--- src/logic/seq_pkg.sv ---
// Purpose: Shared constants for the boot and soft reset sequencer ends.
// Assumes: 20 MHz system clock on both ends.
// Notes: Command word 1 layout is rw, two spare bits, auto-increment, unit id, upper address.
package seq_pkg;
    localparam int unsigned CLK_HZ = 20_000_000;
    localparam int unsigned EXIT_DELAY_MS = 5;
    localparam int unsigned EXIT_CYCLES_DEF = EXIT_DELAY_MS * (CLK_HZ / 1000);
    localparam int unsigned EXIT_CNT_W = 18;
    localparam int unsigned HOST_WAIT_MARGIN = 64;
    localparam int unsigned SCLK_HALF = 16;
    localparam int unsigned CMD_GAP_SCLKS = 3;
    localparam int unsigned CMD_GAP_CYCLES = CMD_GAP_SCLKS * 2 * SCLK_HALF;
    localparam int unsigned FRAME_BITS = 48;
    localparam int unsigned DATA_FIRST_BIT = 32;
    localparam int unsigned REG_COUNT = 127;

    localparam logic [15:0] ADDR_CHAIN_CTRL = 16'h0000;
    localparam logic [15:0] ADDR_EYE_CFG3 = 16'h0057;
    localparam logic [15:0] ADDR_INTERNAL_LO = 16'h0060;
    localparam logic [15:0] ADDR_INTERNAL_HI = 16'h007E;
    localparam logic [15:0] ADDR_SOFT_RESET = 16'h007F;

    localparam logic [15:0] EYE_CFG3_BOOT_VALUE = 16'h8006;
    localparam logic [15:0] RST_PULSE = 16'hAD00;
    localparam logic [15:0] RST_HOLD = 16'hAA00;
    localparam logic [15:0] RST_RELEASE = 16'hDD00;
    localparam logic [15:0] REG_RESET = 16'h0000;

    localparam int unsigned CTRL_LINK_DIS_BIT = 14;
    localparam int unsigned CTRL_BUS_THRU_BIT = 13;
    localparam int unsigned UNIT_W = 5;
    localparam logic [15:0] CTRL_LINK_DIS_MASK = 16'h4000;

    localparam int unsigned CMD_RW_BIT = 15;
    localparam int unsigned CMD_AUTOINC_BIT = 12;
    localparam int unsigned CMD_UNIT_LSB = 7;
    localparam int unsigned CMD_ADDR_HI_W = 7;

    typedef enum logic [1:0] {PH_CMD1, PH_CMD2, PH_DATA} word_phase_t;
endpackage : seq_pkg

--- src/logic/host_link_if.sv ---
// Purpose: Serial control port wires between host end and device end.
// Assumes: Host drives clock, select and data in; device drives data out.
// Notes: Data out is push-pull, so no enable is carried.
`timescale 1ns/1ns
interface host_link_if;
    logic sclk;
    logic cs_n;
    logic sdin;
    logic sdout;
    modport device (input sclk, input cs_n, input sdin, output sdout);
    modport host (output sclk, output cs_n, output sdin, input sdout);
endinterface : host_link_if

--- src/logic/seq_host_end.sv ---
// Purpose: Host end: serial port master plus the boot, soft reset and setup sequence.
// Assumes: One chain on this select; the device shares rst with this end.
// Notes: The host cannot see boot completion, so it waits the exit delay plus a margin.
`timescale 1ns/1ns
module seq_host_end
    import seq_pkg::*;
#(
    parameter int unsigned EXIT_CYCLES = EXIT_CYCLES_DEF
) (
    input wire logic clk_sys,
    input wire logic rst,
    host_link_if.host link,
    input wire logic [UNIT_W-1:0] unit_id_cfg,
    input wire logic soft_reset_req,
    input wire logic req_valid,
    output logic req_ready,
    input wire logic req_rw,
    input wire logic [15:0] req_addr,
    input wire logic [15:0] req_wdata,
    output logic resp_valid,
    output logic resp_refused,
    output logic [15:0] resp_rdata,
    output logic dev_ready
);
    typedef enum logic [1:0] {E_IDLE, E_LOW, E_HIGH, E_GAP} eng_state_t;
    typedef enum logic [2:0] {H_WAIT, H_EYE, H_UNIT_OFF, H_UNIT_SET, H_IDLE, H_USER, H_RESET} host_state_t;

    localparam logic [EXIT_CNT_W-1:0] WAIT_LAST = EXIT_CNT_W'(EXIT_CYCLES + HOST_WAIT_MARGIN - 1);
    localparam logic [7:0] HALF_LAST = 8'(SCLK_HALF - 1);
    localparam logic [7:0] GAP_LAST = 8'(CMD_GAP_CYCLES - 1);
    localparam logic [5:0] FRAME_LAST = 6'(FRAME_BITS - 1);
    localparam logic [5:0] DATA_FIRST = 6'(DATA_FIRST_BIT);

    eng_state_t eng_q;
    host_state_t hst_q;
    logic [47:0] tx_q;
    logic [5:0] bit_q;
    logic [7:0] tick_q;
    logic [15:0] rx_q;
    logic sclk_q;
    logic cs_n_q;
    logic sdin_q;
    logic [1:0] dout_sy_q;
    logic go;
    logic eng_done;
    logic f_rw;
    logic [UNIT_W-1:0] f_unit;
    logic [15:0] f_addr;
    logic [15:0] f_data;
    logic [EXIT_CNT_W-1:0] wait_q;
    logic [UNIT_W-1:0] unit_cfg_q;
    logic [UNIT_W-1:0] cur_unit_q;
    logic u_rw_q;
    logic [15:0] u_addr_q;
    logic [15:0] u_wdata_q;
    logic take;
    logic refuse;

    always_ff @(posedge clk_sys or posedge rst) begin
        if (rst) begin
            dout_sy_q <= 2'h3;
        end else begin
            dout_sy_q <= {dout_sy_q[0], link.sdout};
        end
    end

    // Serial engine: one 48-bit frame, data out read at the end of each high phase from bit 32 on.
    always_ff @(posedge clk_sys or posedge rst) begin
        if (rst) begin
            eng_q <= E_IDLE;
            tx_q <= 48'h000000000000;
            bit_q <= 6'h00;
            tick_q <= 8'h00;
            rx_q <= 16'h0000;
            sclk_q <= 1'b0;
            cs_n_q <= 1'b1;
            sdin_q <= 1'b1;
        end else begin
            case (eng_q)
                E_IDLE: begin
                    if (go) begin
                        tx_q <= {f_rw, 2'b00, 1'b0, f_unit, 7'h00, f_addr, f_data};
                        sdin_q <= f_rw;
                        cs_n_q <= 1'b0;
                        bit_q <= 6'h00;
                        tick_q <= 8'h00;
                        eng_q <= E_LOW;
                    end
                end
                E_LOW: begin
                    if (tick_q == HALF_LAST) begin
                        tick_q <= 8'h00;
                        sclk_q <= 1'b1;
                        eng_q <= E_HIGH;
                    end else begin
                        tick_q <= tick_q + 8'h01;
                    end
                end
                E_HIGH: begin
                    if (tick_q == HALF_LAST) begin
                        tick_q <= 8'h00;
                        sclk_q <= 1'b0;
                        if (bit_q >= DATA_FIRST) begin
                            rx_q <= {rx_q[14:0], dout_sy_q[1]};
                        end
                        if (bit_q == FRAME_LAST) begin
                            cs_n_q <= 1'b1;
                            sdin_q <= 1'b1;
                            eng_q <= E_GAP;
                        end else begin
                            tx_q <= {tx_q[46:0], 1'b0};
                            sdin_q <= tx_q[46];
                            bit_q <= bit_q + 6'h01;
                            eng_q <= E_LOW;
                        end
                    end else begin
                        tick_q <= tick_q + 8'h01;
                    end
                end
                E_GAP: begin
                    if (tick_q == GAP_LAST) begin
                        tick_q <= 8'h00;
                        eng_q <= E_IDLE;
                    end else begin
                        tick_q <= tick_q + 8'h01;
                    end
                end
                default: eng_q <= E_IDLE;
            endcase
        end
    end

    assign eng_done = (eng_q == E_GAP) && (tick_q == GAP_LAST);
    assign go = (eng_q == E_IDLE) && (hst_q != H_WAIT) && (hst_q != H_IDLE);

    always_comb begin
        f_rw = 1'b0;
        f_unit = cur_unit_q;
        f_addr = ADDR_CHAIN_CTRL;
        f_data = 16'h0000;
        case (hst_q)
            H_EYE: begin
                f_addr = ADDR_EYE_CFG3;
                f_data = EYE_CFG3_BOOT_VALUE;
            end
            H_UNIT_OFF: f_data = CTRL_LINK_DIS_MASK;
            H_UNIT_SET: f_data = {11'h000, unit_cfg_q};
            H_RESET: begin
                f_addr = ADDR_SOFT_RESET;
                f_data = RST_PULSE;
            end
            H_USER: begin
                f_rw = u_rw_q;
                f_addr = u_addr_q;
                f_data = u_wdata_q;
            end
            default: f_rw = 1'b0;
        endcase
    end

    assign req_ready = (hst_q == H_IDLE) && !soft_reset_req;
    assign take = req_valid && req_ready;
    assign refuse = !req_rw && (req_addr >= ADDR_INTERNAL_LO) && (req_addr <= ADDR_INTERNAL_HI);

    // The port stays silent for the whole wait, after power-on and after a soft reset alike.
    always_ff @(posedge clk_sys or posedge rst) begin
        if (rst) begin
            wait_q <= '0;
        end else if (hst_q == H_WAIT) begin
            wait_q <= wait_q + 1'b1;
        end else begin
            wait_q <= '0;
        end
    end

    always_ff @(posedge clk_sys or posedge rst) begin
        if (rst) begin
            hst_q <= H_WAIT;
        end else begin
            case (hst_q)
                H_WAIT: if (wait_q == WAIT_LAST) hst_q <= H_EYE;
                H_EYE: if (eng_done) hst_q <= (unit_cfg_q != '0) ? H_UNIT_OFF : H_IDLE;
                H_UNIT_OFF: if (eng_done) hst_q <= H_UNIT_SET;
                H_UNIT_SET: if (eng_done) hst_q <= H_IDLE;
                H_IDLE: begin
                    if (soft_reset_req) begin
                        hst_q <= H_RESET;
                    end else if (take && !refuse) begin
                        hst_q <= H_USER;
                    end
                end
                H_USER: if (eng_done) hst_q <= H_IDLE;
                H_RESET: if (eng_done) hst_q <= H_WAIT;
                default: hst_q <= H_WAIT;
            endcase
        end
    end

    // Unit id is sampled during every wait, so a reset chain is readdressed on the way back up.
    always_ff @(posedge clk_sys or posedge rst) begin
        if (rst) begin
            unit_cfg_q <= '0;
            cur_unit_q <= '0;
        end else if (hst_q == H_WAIT) begin
            unit_cfg_q <= unit_id_cfg;
        end else if ((hst_q == H_UNIT_SET) && eng_done) begin
            cur_unit_q <= unit_cfg_q;
        end else if ((hst_q == H_RESET) && eng_done) begin
            cur_unit_q <= '0;
        end
    end

    always_ff @(posedge clk_sys or posedge rst) begin
        if (rst) begin
            u_rw_q <= 1'b0;
            u_addr_q <= 16'h0000;
            u_wdata_q <= 16'h0000;
        end else if (take) begin
            u_rw_q <= req_rw;
            u_addr_q <= req_addr;
            u_wdata_q <= req_wdata;
        end
    end

    always_ff @(posedge clk_sys or posedge rst) begin
        if (rst) begin
            resp_valid <= 1'b0;
            resp_refused <= 1'b0;
            resp_rdata <= 16'h0000;
        end else begin
            resp_valid <= 1'b0;
            if (take && refuse) begin
                resp_valid <= 1'b1;
                resp_refused <= 1'b1;
            end else if ((hst_q == H_USER) && eng_done) begin
                resp_valid <= 1'b1;
                resp_refused <= 1'b0;
                resp_rdata <= u_rw_q ? rx_q : 16'h0000;
            end
        end
    end

    assign dev_ready = (hst_q == H_IDLE) || (hst_q == H_USER);
    assign link.sclk = sclk_q;
    assign link.cs_n = cs_n_q;
    assign link.sdin = sdin_q;
endmodule : seq_host_end

--- src/flat_wrapper.sv ---
// flat-port wrapper written by rule: the top's interface ports become plain ports
module seq_host_end_flat import seq_pkg::*;
#(
    parameter int unsigned EXIT_CYCLES = EXIT_CYCLES_DEF
)
  (clk_sys, rst, unit_id_cfg, soft_reset_req, req_valid, req_ready, req_rw, req_addr, req_wdata, resp_valid, resp_refused, resp_rdata, dev_ready, link_sclk, link_cs_n, link_sdin, link_sdout);
  host_link_if link_i ();
  input wire logic clk_sys;
  input wire logic rst;
  input wire logic [UNIT_W-1:0] unit_id_cfg;
  input wire logic soft_reset_req;
  input wire logic req_valid;
  output logic req_ready;
  input wire logic req_rw;
  input wire logic [15:0] req_addr;
  input wire logic [15:0] req_wdata;
  output logic resp_valid;
  output logic resp_refused;
  output logic [15:0] resp_rdata;
  output logic dev_ready;
  output wire logic [$bits(link_i.sclk)-1:0] link_sclk;
  output wire logic [$bits(link_i.cs_n)-1:0] link_cs_n;
  output wire logic [$bits(link_i.sdin)-1:0] link_sdin;
  input wire logic [$bits(link_i.sdout)-1:0] link_sdout;
  assign link_sclk = link_i.sclk;
  assign link_cs_n = link_i.cs_n;
  assign link_sdin = link_i.sdin;
  assign link_i.sdout = link_sdout;
  seq_host_end #(.EXIT_CYCLES(EXIT_CYCLES)) u_core (.clk_sys(clk_sys), .rst(rst), .link(link_i), .unit_id_cfg(unit_id_cfg), .soft_reset_req(soft_reset_req), .req_valid(req_valid), .req_ready(req_ready), .req_rw(req_rw), .req_addr(req_addr), .req_wdata(req_wdata), .resp_valid(resp_valid), .resp_refused(resp_refused), .resp_rdata(resp_rdata), .dev_ready(dev_ready));
endmodule
--- config.mk ---
export PLATFORM = sky130hd
export DESIGN_NAME = seq_host_end_flat
export DESIGN_NICKNAME = d
export VERILOG_FILES = /design/src/logic/seq_pkg.sv /design/src/logic/host_link_if.sv /design/src/logic/seq_host_end.sv /design/src/flat_wrapper.sv
export SDC_FILE = /design/constraint.sdc
export NUM_CORES = 1
export LEC_CHECK = 0
export ABC_CLOCK_PERIOD_IN_PS = 7500
export BUFFER_PORTS_ARGS = -buffer_cell sky130_fd_sc_hd__clkbuf_2
export CELL_PAD_IN_SITES_DETAIL_PLACEMENT = 1
export CELL_PAD_IN_SITES_GLOBAL_PLACEMENT = 1
export CORE_MARGIN = 2
export CORE_UTILIZATION = 52
export CTS_BUF_LIST = sky130_fd_sc_hd__clkbuf_8
export DETAILED_ROUTE_END_ITERATION = 8
export PLACE_DENSITY = 0.95
export RECOVER_POWER = 100
export REMOVE_ABC_BUFFERS = 1
export SYNTH_ARGS = -nofsm -noshare
export SYNTH_HDL_FRONTEND = slang
export SYNTH_SLANG_ARGS = --single-unit
--- constraint.sdc ---
create_clock -name clk_sys -period 7.5 [get_ports clk_sys]
set_input_delay 0.375 -clock clk_sys [delete_from_list [all_inputs] [get_ports clk_sys]]
set_output_delay 0.375 -clock clk_sys [all_outputs]
set_load 0.01 [all_outputs]
* Word-level counts from Yosys, hierarchy flattened
Index checks and enable logic that the tools add are counted.
** Cells by class
- Add/subtract/negate cells :: 3
- $lt $le $gt $ge :: 3
- Equality and inequality tests :: 26
- Muxes and demuxes :: 49
- Bitwise logic cells :: 2
- Reductions and logical operators :: 35
** Operator list (count)
- two-way mux 47 bit :: 3
- case mux 47 bit (2 select lines) :: 1
- case mux 16 bit (5 select lines) :: 1
- case mux 16 bit (3 select lines) :: 1
- two-way mux 3 bit :: 8
- two-way mux 8 bit :: 3
- case mux 8 bit (3 select lines) :: 1
- adder 18 x 1 -> 18 bit, second input constant :: 1
- equality test 18 x 17 -> 1 bit, second input constant :: 1
- two-way mux 18 bit :: 1
- two-way mux 6 bit :: 3
- inequality test 2 x 1 -> 1 bit, second input constant :: 9
- case mux 3 bit (6 select lines) :: 1
- greater-or-equal comparator 16 x 7 -> 1 bit, second input constant :: 1
- less-or-equal comparator 16 x 7 -> 1 bit, second input constant :: 1
- two-way mux 16 bit :: 1
- two-way mux 1 bit :: 13
- logical AND 1 bit :: 12
- case mux 6 bit (2 select lines) :: 1
- AND reduction 4 bit :: 3
- two-way mux 2 bit :: 5
- two-way mux 5 bit :: 2
- equality test 3 bit, second input constant :: 3
- AND reduction 3 bit :: 3
- 26 further kinds :: 39
** Word-level totals
- Register bits :: 166
- Bits of input ports :: 43
- Output and inout port bits :: 23
- Word-level logic and storage cells :: 137

* Logic depth before layout (Yosys ltp)
Gate-level depths: netlist (run 1).
- Word-level depth :: 8
- Depth in mapped cells :: 10
- Gate-level depth less buffers :: 7

* Worst setup path before layout (run 1)
OpenSTA, ideal clock, no wires.
- Kind :: flip-flop to flip-flop
- From :: register u_core.eng_q[0]
- To :: register u_core.tx_q[8]
- Setup time :: 0.126 ns
- Arrival time :: 2.040 ns
- Data required time :: 7.374 ns
- Path slack :: 5.335 ns
- Cell stages (with the launch flop) :: 11
- Path buffers :: 3
- Period minus slack after synthesis :: 2.165 ns
- Cell sequence :: dfrtp_1 -> inv_1 -> ha_1 -> buf_2 -> nor2b_1 -> a31oi_1 -> or3_1 -> clkbuf_1 -> buf_2 -> a221oi_1 -> nor2_1
** Between the ends
- Cells in the longest elaborated chain, start to end :: 5
- Elaborated cells on any way between the ends :: 10
- Classes of those cells :: eq/ne: 4; mux: 1; reduce/logical: 5
** Ends and longest elaborated chain
- from (decl) :: line seq_host_end.sv:34 : eng_state_t eng_q;
- from (signal assigned) :: line seq_host_end.sv:70 : eng_q <= E_IDLE;
- from (signal assigned) :: line seq_host_end.sv:87 : eng_q <= E_LOW;
- from (signal assigned) :: line seq_host_end.sv:94 : eng_q <= E_HIGH;
- zero test 2 bit :: line seq_host_end.sv:79, seq_host_end.sv:134
- logical AND 1 bit (2 in series) :: line seq_host_end.sv:134 : assign go = (eng_q == E_IDLE) && (hst_q != H_WAIT) && (hst_q != H_IDLE);
- inequality test 2 x 1 -> 1 bit (no line)
- AND reduction 4 bit (no line)
- to (signal assigned) :: line seq_host_end.sv:82 : tx_q <= {f_rw, 2'b00, 1'b0, f_unit, 7'h00, f_addr, f_data};
- to (signal assigned) :: line seq_host_end.sv:111 : tx_q <= {tx_q[46:0], 1'b0};
- to (decl) :: line seq_host_end.sv:36 : logic [47:0] tx_q;
Several ways; a longest one is shown, not always the timed one.
A chain may end at the register's enable or synchronous reset.

* Worst setup path in the final report (run 1)
- From :: register u_core.eng_q[0]
- To :: register u_core.bit_q[2]
** Between the ends
- Cells in the longest elaborated chain, start to end :: 5
- Elaborated cells on any way between the ends :: 10
- Classes of those cells :: eq/ne: 4; mux: 1; reduce/logical: 5
** Ends and longest elaborated chain
- zero test 2 bit :: line seq_host_end.sv:79, seq_host_end.sv:134
- logical AND 1 bit (2 in series) :: line seq_host_end.sv:134
- inequality test 2 x 1 -> 1 bit (no line)
- AND reduction 4 bit (no line)
- to (signal assigned) :: line seq_host_end.sv:113 : bit_q <= bit_q + 6'h01;
- to (decl) :: line seq_host_end.sv:37 : logic [5:0] bit_q;
Several ways; a longest one is shown, not always the timed one.

==> impl_metrics.py, run 1 <==
metrics = {
    "yosys": {
        "yosysUniqueCellTypes": 47,
        "synthAdderAreaFrac_pct": 1.35,
        "syn-cell-area_mm2": 0.00742,
        "synth_cells": 719,
        "synthFlopType": "dfrtp_1",
        "synth_compound_area_share_pct": 12.2,
        "synth_xor_area_share_pct": 2.13,
        "synth_top_family_by_area": "simple AND/OR/NAND/NOR gates",
        "yosysWarningCount": 0,
        "synth_area_leaders": "dfrtp_1, mux2_2, nand2_1, nor2_1, o21ai_0",
        "synth_top_area_share_pct": 54.7,
        "ys_seq_area_share_pct": 56.1,
        "synth_edf_count": 0,
        "async_reset_ff_share_pct": 100,
        "avgSynthCellArea_um2": 10.3,
        "synthMuxAreaShare_pct": 8.54,
        "synth-simple-area-share_pct": 16.8,
        "ys_ff_latch": 166,
        "synth_largest_area_cell": "dfrtp_1",
    },
    "setup_path": {
        "slowest_delay_ps": 1640,
        "crit_path_top_delay_cell": "or3_1",
        "crit_arrival_ps": 4840,
        "endpoint_kind": "register",
        "path_cells": "inv_1 -> ha_1 -> buf_4 -> nand2_1 -> nor3_1 -> or3_1 -> o21ai_0 -> o21ai_0",
        "cp-start-kind": "register",
        "cp_common_cell": "o21ai_0",
        "cp_max_fo": 66,
        "worstPathRequired_ps": 7870,
        "path_class": "register to register",
    },
    "timing": {
        "slew_viol_final": 326,
        "relSlewSlack_pct": -153,
        "min_period_over_period_pct": 59.5,
        "rsz0062_at_grt": "no",
        "period_needed_ps": 4470,
        "holdWs_ps": 122,
        "setup_viol_count_final": 0,
        "hold_viol": 0,
        "setup-tns-final_ps": 0,
        "timing.fmax_ghz": 0.224,
        "fin_worst_skew_ps": 20.5,
        "worstMarginPinSlew_ps": 3780,
    },
    "placement": {
        "post-dp-hpwl_mm": 12.9,
        "routabilityCongestion": 0.814,
        "port_buffers": 65,
    },
    "final_layout": {
        "regArea_mm2": 0.00416,
        "area_growth_syn_to_layout_pct": 10.4,
        "fin_nets": 818,
        "diodes": 0,
        "drive_above_1_share_pct": 16.4,
        "layout_common_cells": "dfrtp_1, nand2_1, nor2_1",
        "multi_input_area_mm2": 0.00304,
        "layout_commonest_cell": "dfrtp_1",
        "fill_cells": 1550,
    },
    "grt": {
        "grt_overflow": 0,
        "grt_pass1_vias": 6393,
        "track_usage_pct": 27.7,
        "antenna_found_initial": 0,
        "grt_max_degree": 86,
        "grt_pass1_wl_mm": 32.3,
    },
    "detailed_routing": {
        "final_antenna_net_count": 0,
        "drtIter0Drc": 334,
        "wire_per_inst_um": 20.7,
        "viasPerCell": 6.15,
        "dr.pass1.iters": 5,
        "drc": 0,
        "vias": 5900,
        "finalWirelength_mm": 19.9,
    },
    "floorplanning": {
        "die_height_um": 123,
        "die_w_um": 123,
        "core_mm2": 0.0139,
        "io_pins": 66,
        "start_util_pct": 53.4,
        "floorplan.rows": 43,
        "die-area_mm2": 0.0152,
    },
    "clock_network": {
        "htreeDepth": 4,
        "cts_hold_buffers": 1,
        "cts_resized": 0,
        "root_buffer": "clkbuf_8",
        "worstSkewPairLatency_ps": 470,
        "post-cts-setup-buffer-count": 0,
        "clock-sinks": 166,
        "clk_pin_slew_worst_paths_ps": 100,
        "cts-buffers-inserted": 17,
        "cts_max_path_buffers": 2,
        "cts_tree": "built",
    },
    "power": {
        "power.density_mw_per_mm2": 368,
        "p_leak_nw": 3.68,
        "ir_drop_mv": 0.224,
    },
    "min_path": {
        "worstHoldPathType": "input pin to register",
    },
    "job": {
        "drv_cap": 6,
    },
    "run_status": {
        "status": "finished, violations left",
        "violations": "max-capacitance violations, max-slew violations",
    },
}
report_power, final:
| group | internal (mW) | total, mW | switching (mW) |
|---|---|---|---|
| Sequential | 1.12 | 1.35 | 0.226 |
| Combinational | 0.366 | 1.02 | 0.654 |
| Clock | 0.298 | 0.647 | 0.349 |
| Total | 1.79 | 3.01 | 1.23 |
kinds of logic (layout without fill, tap and decap cells):
group | Yosys count | after routing
AO/OA/AOI/OAI | 140 | 140
buffers and inverters | 54 | 115
adder cells (fa/ha/maj) | 8 | 8
flip-flops | 166 | 166
XOR/XNOR | 18 | 18
AND/OR/NAND/NOR | 276 | 276
multiplexers | 57 | 57
worst max-delay path: cells and delay by family (launching register included):
family	cells	cell delay [ps]
buffers and inverters	2	740
AOI/OAI and AO/OA	2	560
DFF	1	410
adders and majority gates	1	310
and+or+nand+nor	3	2360
state kept, by name, summed over array words and instances, names as in the netlist, 5 cells and up:
name / flops
u_core.bit_q: 6
u_core.cur_unit_q: 5
u_core.resp_rdata: 16
u_core.rx_q: 16
u_core.tick_q: 8
u_core.tx_q: 47
u_core.u_addr_q: 16
u_core.u_wdata_q: 16
u_core.unit_cfg_q: 5
u_core.wait_q: 18
stage by stage:
step	setup slack (ps)	total power, mW	area, um^2	cells	utilization (%)
finish	3030	3.01	8190	960	59.0
global route	2570	3.18	8190	960	59.0
CTS	3790	3.01	8260	960	59.5
detailed placement	3860	2.33	7860	927	56.6
global placement	4100	2.20	7860	927	56.6
floorplan	2640	1.97	7250	678	-
cell usage after synthesis, types with 3 or more instances:
cell type	n
nor3_1	5
o21ai_0	48
a21o_1	7
a22o_1	4
and2_1	5
a31oi_1	12
clkbuf_1	27
nand4_1	4
a221oi_1	25
nand3_1	32
inv_1	13
ha_1	8
dfstp_2	4
nor4_1	9
nor2b_1	12
mux2_2	49
dfrtp_1	162
a21oi_1	25
xnor2_1	8
xor2_1	10
nand2_1	107
o22ai_1	3
or4_1	4
buf_2	13
or3_1	5
nor2_1	80
mux2i_1	7
and3_1	4
o2bb2ai_1	5
metal layers:
layer / routed length, um / track usage, % / vias to the layer above
li1: - / - / 2619
met1: 7910 / 32.5 / 3016
met2: 10500 / 49.1 / 209
met3: 905 / 5.54 / 56
met4: 542 / 12.1 / 0
met5: 0 / 0 / -
final timing paths:
check                                          from                    to  slack (ps)  cells after the start
worst max-delay path                u_core.eng_q[0]       u_core.bit_q[2]        3030                      8
worst min-delay path                 unit_id_cfg[3]  u_core.unit_cfg_q[3]         120                      3
worst max register to register      u_core.eng_q[0]       u_core.bit_q[2]        3030                      8
worst min register to register  u_core.dout_sy_q[0]   u_core.dout_sy_q[1]         360                      0
max in group asynchronous                       rst     u_core.wait_q[10]        3300                      3
min in group asynchronous                       rst       u_core.bit_q[0]        1010                      2
layout make-up:
| cell class | instances | share of cell area (%) |
|---|---|---|
| tap | 180 | 2.75 |
| timing repair buffer | 70 | 4.02 |
| clock inverter | 15 | 1.89 |
| sequential | 166 | 50.8 |
| multi-input combinational | 499 | 37.1 |
| inverter | 13 | 0.611 |
| clock buffer | 17 | 2.86 |
Power figures use the tool's default switching activity.
==> inputs of run 2 (changes only) <==
ABC_CLOCK_PERIOD_IN_PS = 3850   (was 7500)
CORE_UTILIZATION = 44   (was 52)
PLACE_DENSITY = 0.9   (was 0.95)
clock period = 3.85 ns   (was 7.5 ns; I/O delays follow)
==> impl_metrics.py, run 2 (synthesized netlist as in run 1, its figures left out) <==
metrics = {
    "clock_network": {
        "worstSkewPairLatency_ps": 490,
        "cts_tree": "built",
        "cts-buffers-inserted": 17,
        "htreeDepth": 4,
        "cts_max_path_buffers": 2,
        "clk_pin_slew_worst_paths_ps": 100,
        "cts_resized": 0,
        "clock-sinks": 166,
        "root_buffer": "clkbuf_8",
    },
    "floorplanning": {
        "die_height_um": 134,
        "start_util_pct": 44.9,
        "die-area_mm2": 0.0179,
        "die_w_um": 134,
        "io_pins": 66,
        "core_mm2": 0.0165,
        "floorplan.rows": 47,
    },
    "final_layout": {
        "fin_util_pct": 52.9,
        "largestRegisters": "u_core.tx_q x47, u_core.wait_q x18",
        "fill_cells": 1816,
        "final_area_mm2": 0.00875,
        "drive_above_1_share_pct": 16.8,
        "layout_commonest_cell": "dfrtp_1",
        "fin_nets": 866,
        "area_growth_syn_to_layout_pct": 17.9,
        "layout_common_cells": "dfrtp_1, nand2_1, nor2_1",
        "layout.cells.non_filler": 1049,
        "largest_register_ffs": 47,
        "regMostFlops": "u_core.tx_q",
    },
    "placement": {
        "placed_area_mm2": 0.00797,
        "pre_cts_ws_ps": 1200,
        "routabilityCongestion": 0.805,
        "port_buffers": 65,
        "post-dp-hpwl_mm": 12.0,
        "dp.cells": 976,
    },
    "setup_path": {
        "worstPathRequired_ps": 4220,
        "reg2regPathDepth": 5,
        "endpoint_kind": "register",
        "rr_startpoint": "u_core.hst_q[0]",
        "reg2reg_to": "u_core.bit_q[2]",
        "cp-start-kind": "register",
        "cp_max_fo": 23,
        "path_class": "register to register",
        "crit_arrival_ps": 3660,
        "ff2ff_setup_slack_ps": 570,
    },
    "timing": {
        "rsz0062_at_grt": "no",
        "fin_worst_skew_ps": 23.1,
        "relSlewSlack_pct": -57.1,
        "worstMarginPinSlew_ps": 2350,
        "period_needed_ps": 3280,
        "setup-tns-final_ps": 0,
        "worst_slack_ps": 566,
        "timing.fmax_ghz": 0.304,
        "min_period_over_period_pct": 85.3,
        "slew_viol_final": 136,
        "setup_viol_count_final": 0,
        "hold_viol": 0,
    },
    "detailed_routing": {
        "wl_met3_um": 828,
        "drtIter0Drc": 323,
        "highest-signal-layer": "met4",
        "finalWirelength_mm": 20.1,
        "wire_per_inst_um": 19.2,
        "dr.pass1.iters": 5,
        "viasPerCell": 5.63,
        "wl_met1_mm": 8.51,
        "drc": 0,
        "vias": 5909,
        "final_antenna_net_count": 0,
        "met2_length_mm": 10.2,
    },
    "min_path": {
        "hold_path_end": "u_core.resp_refused",
        "hold_start": "req_valid",
        "hold_path_depth": 4,
        "worstHoldPathType": "input pin to register",
    },
    "power": {
        "ir_drop_mv": 0.398,
        "cell_internal_pwr_mw": 3.66,
        "seqPwrFrac_pct": 43.4,
        "combPwrFrac_pct": 32.8,
        "power.density_mw_per_mm2": 688,
        "switchingPower_mw": 2.35,
        "p_clk_share_pct": 23.8,
        "p_leak_nw": 3.90,
        "swShare_pct": 39.1,
    },
    "run_status": {
        "violations": "max-capacitance violations, max-slew violations",
        "status": "finished, violations left",
    },
    "grt": {
        "grt_max_degree": 112,
        "track_usage_pct": 23.5,
        "antenna_found_initial": 1,
        "grt_overflow": 0,
        "grt_pass1_vias": 6241,
        "grt_pass1_wl_mm": 32.9,
    },
    "job": {
        "drv_cap": 2,
    },
}
-- run 2: cell types whose count changed in the layout (fill, tap and decap cells not counted), sizes merged --
| cell | delta |
|---|---|
| buf | +7 |
| bufinv | +2 |
| clkbuf | +3 |
| clkinv | -3 |
| clkinvlp | -1 |
| diode | +1 |
| dlygate4sd3 | +39 |
| inv | +1 |
-- run 2: routing by layer --
layer | vias to the layer above | global-route usage (%)
li1 | 2716 | -
met1 | 2976 | 29.1
met2 | 172 | 40.0
met3 | 45 | 5.18
met4 | 0 | 9.75
met5 | - | 0
-- run 2: through the flow --
step / hold slack [ps] / power [mW]
2_1_floorplan: 197 / 3.84
3_3_place_gp: 290 / 4.37
3_5_place_dp: 289 / 4.51
4_1_cts: 10.4 / 6.01
5_1_grt: 210 / 6.38
6_report: 215 / 6.01
-- run 2: layout make-up --
cell class	count	area, um^2	area share (%)
Clock inverter	14	198	2.26
Multi-Input combinational cell	499	3030	34.7
Tap cell	220	275	3.15
Sequential cell	166	4160	47.6
Antenna cell	1	2.50	0.0286
Clock buffer	18	248	2.83
Timing Repair Buffer	118	777	8.88
Inverter	13	52.6	0.601
-- run 2: what timing repair did --
| item | 4_1_cts | 5_1_grt |
|---|---|---|
| buffers inserted | 0 | 0 |
| hold buffers | 39 | 1 |
| endpoints found under the hold margin | 105 | 1 |
-- run 2: worst max-delay path by stage --
stage	slack, ps	endpoint	from
4_1_cts	990	u_core.cur_unit_q[4]	u_core.tick_q[0]
3_5_place_dp	1200	u_core.tx_q[3]	u_core.eng_q[0]
3_3_place_gp	1260	u_core.cur_unit_q[1]	u_core.tick_q[0]
5_1_grt	370	u_core.tx_q[24]	u_core.hst_q[0]
2_1_floorplan	-830	u_core.bit_q[0]	rst
6_report	570	u_core.bit_q[2]	u_core.hst_q[0]
-- run 2: worst max-delay path, cell delays in order (launching register included) --
cell	delay (ps)
dfrtp_1	740
nor2_1	290
and2_0	400
nor3_2	1200
nand2_1	180
o21ai_0	350
-- run 2: power by group through the flow --
stage | clock, mW | combinational [mW] | sequential (mW)
global route | 1.53 | 2.19 | 2.66
detailed placement | 0 | 1.90 | 2.62
global placement | 0 | 1.79 | 2.58
floorplan | 0 | 1.38 | 2.47
CTS | 1.44 | 1.98 | 2.59
finish | 1.43 | 1.97 | 2.61
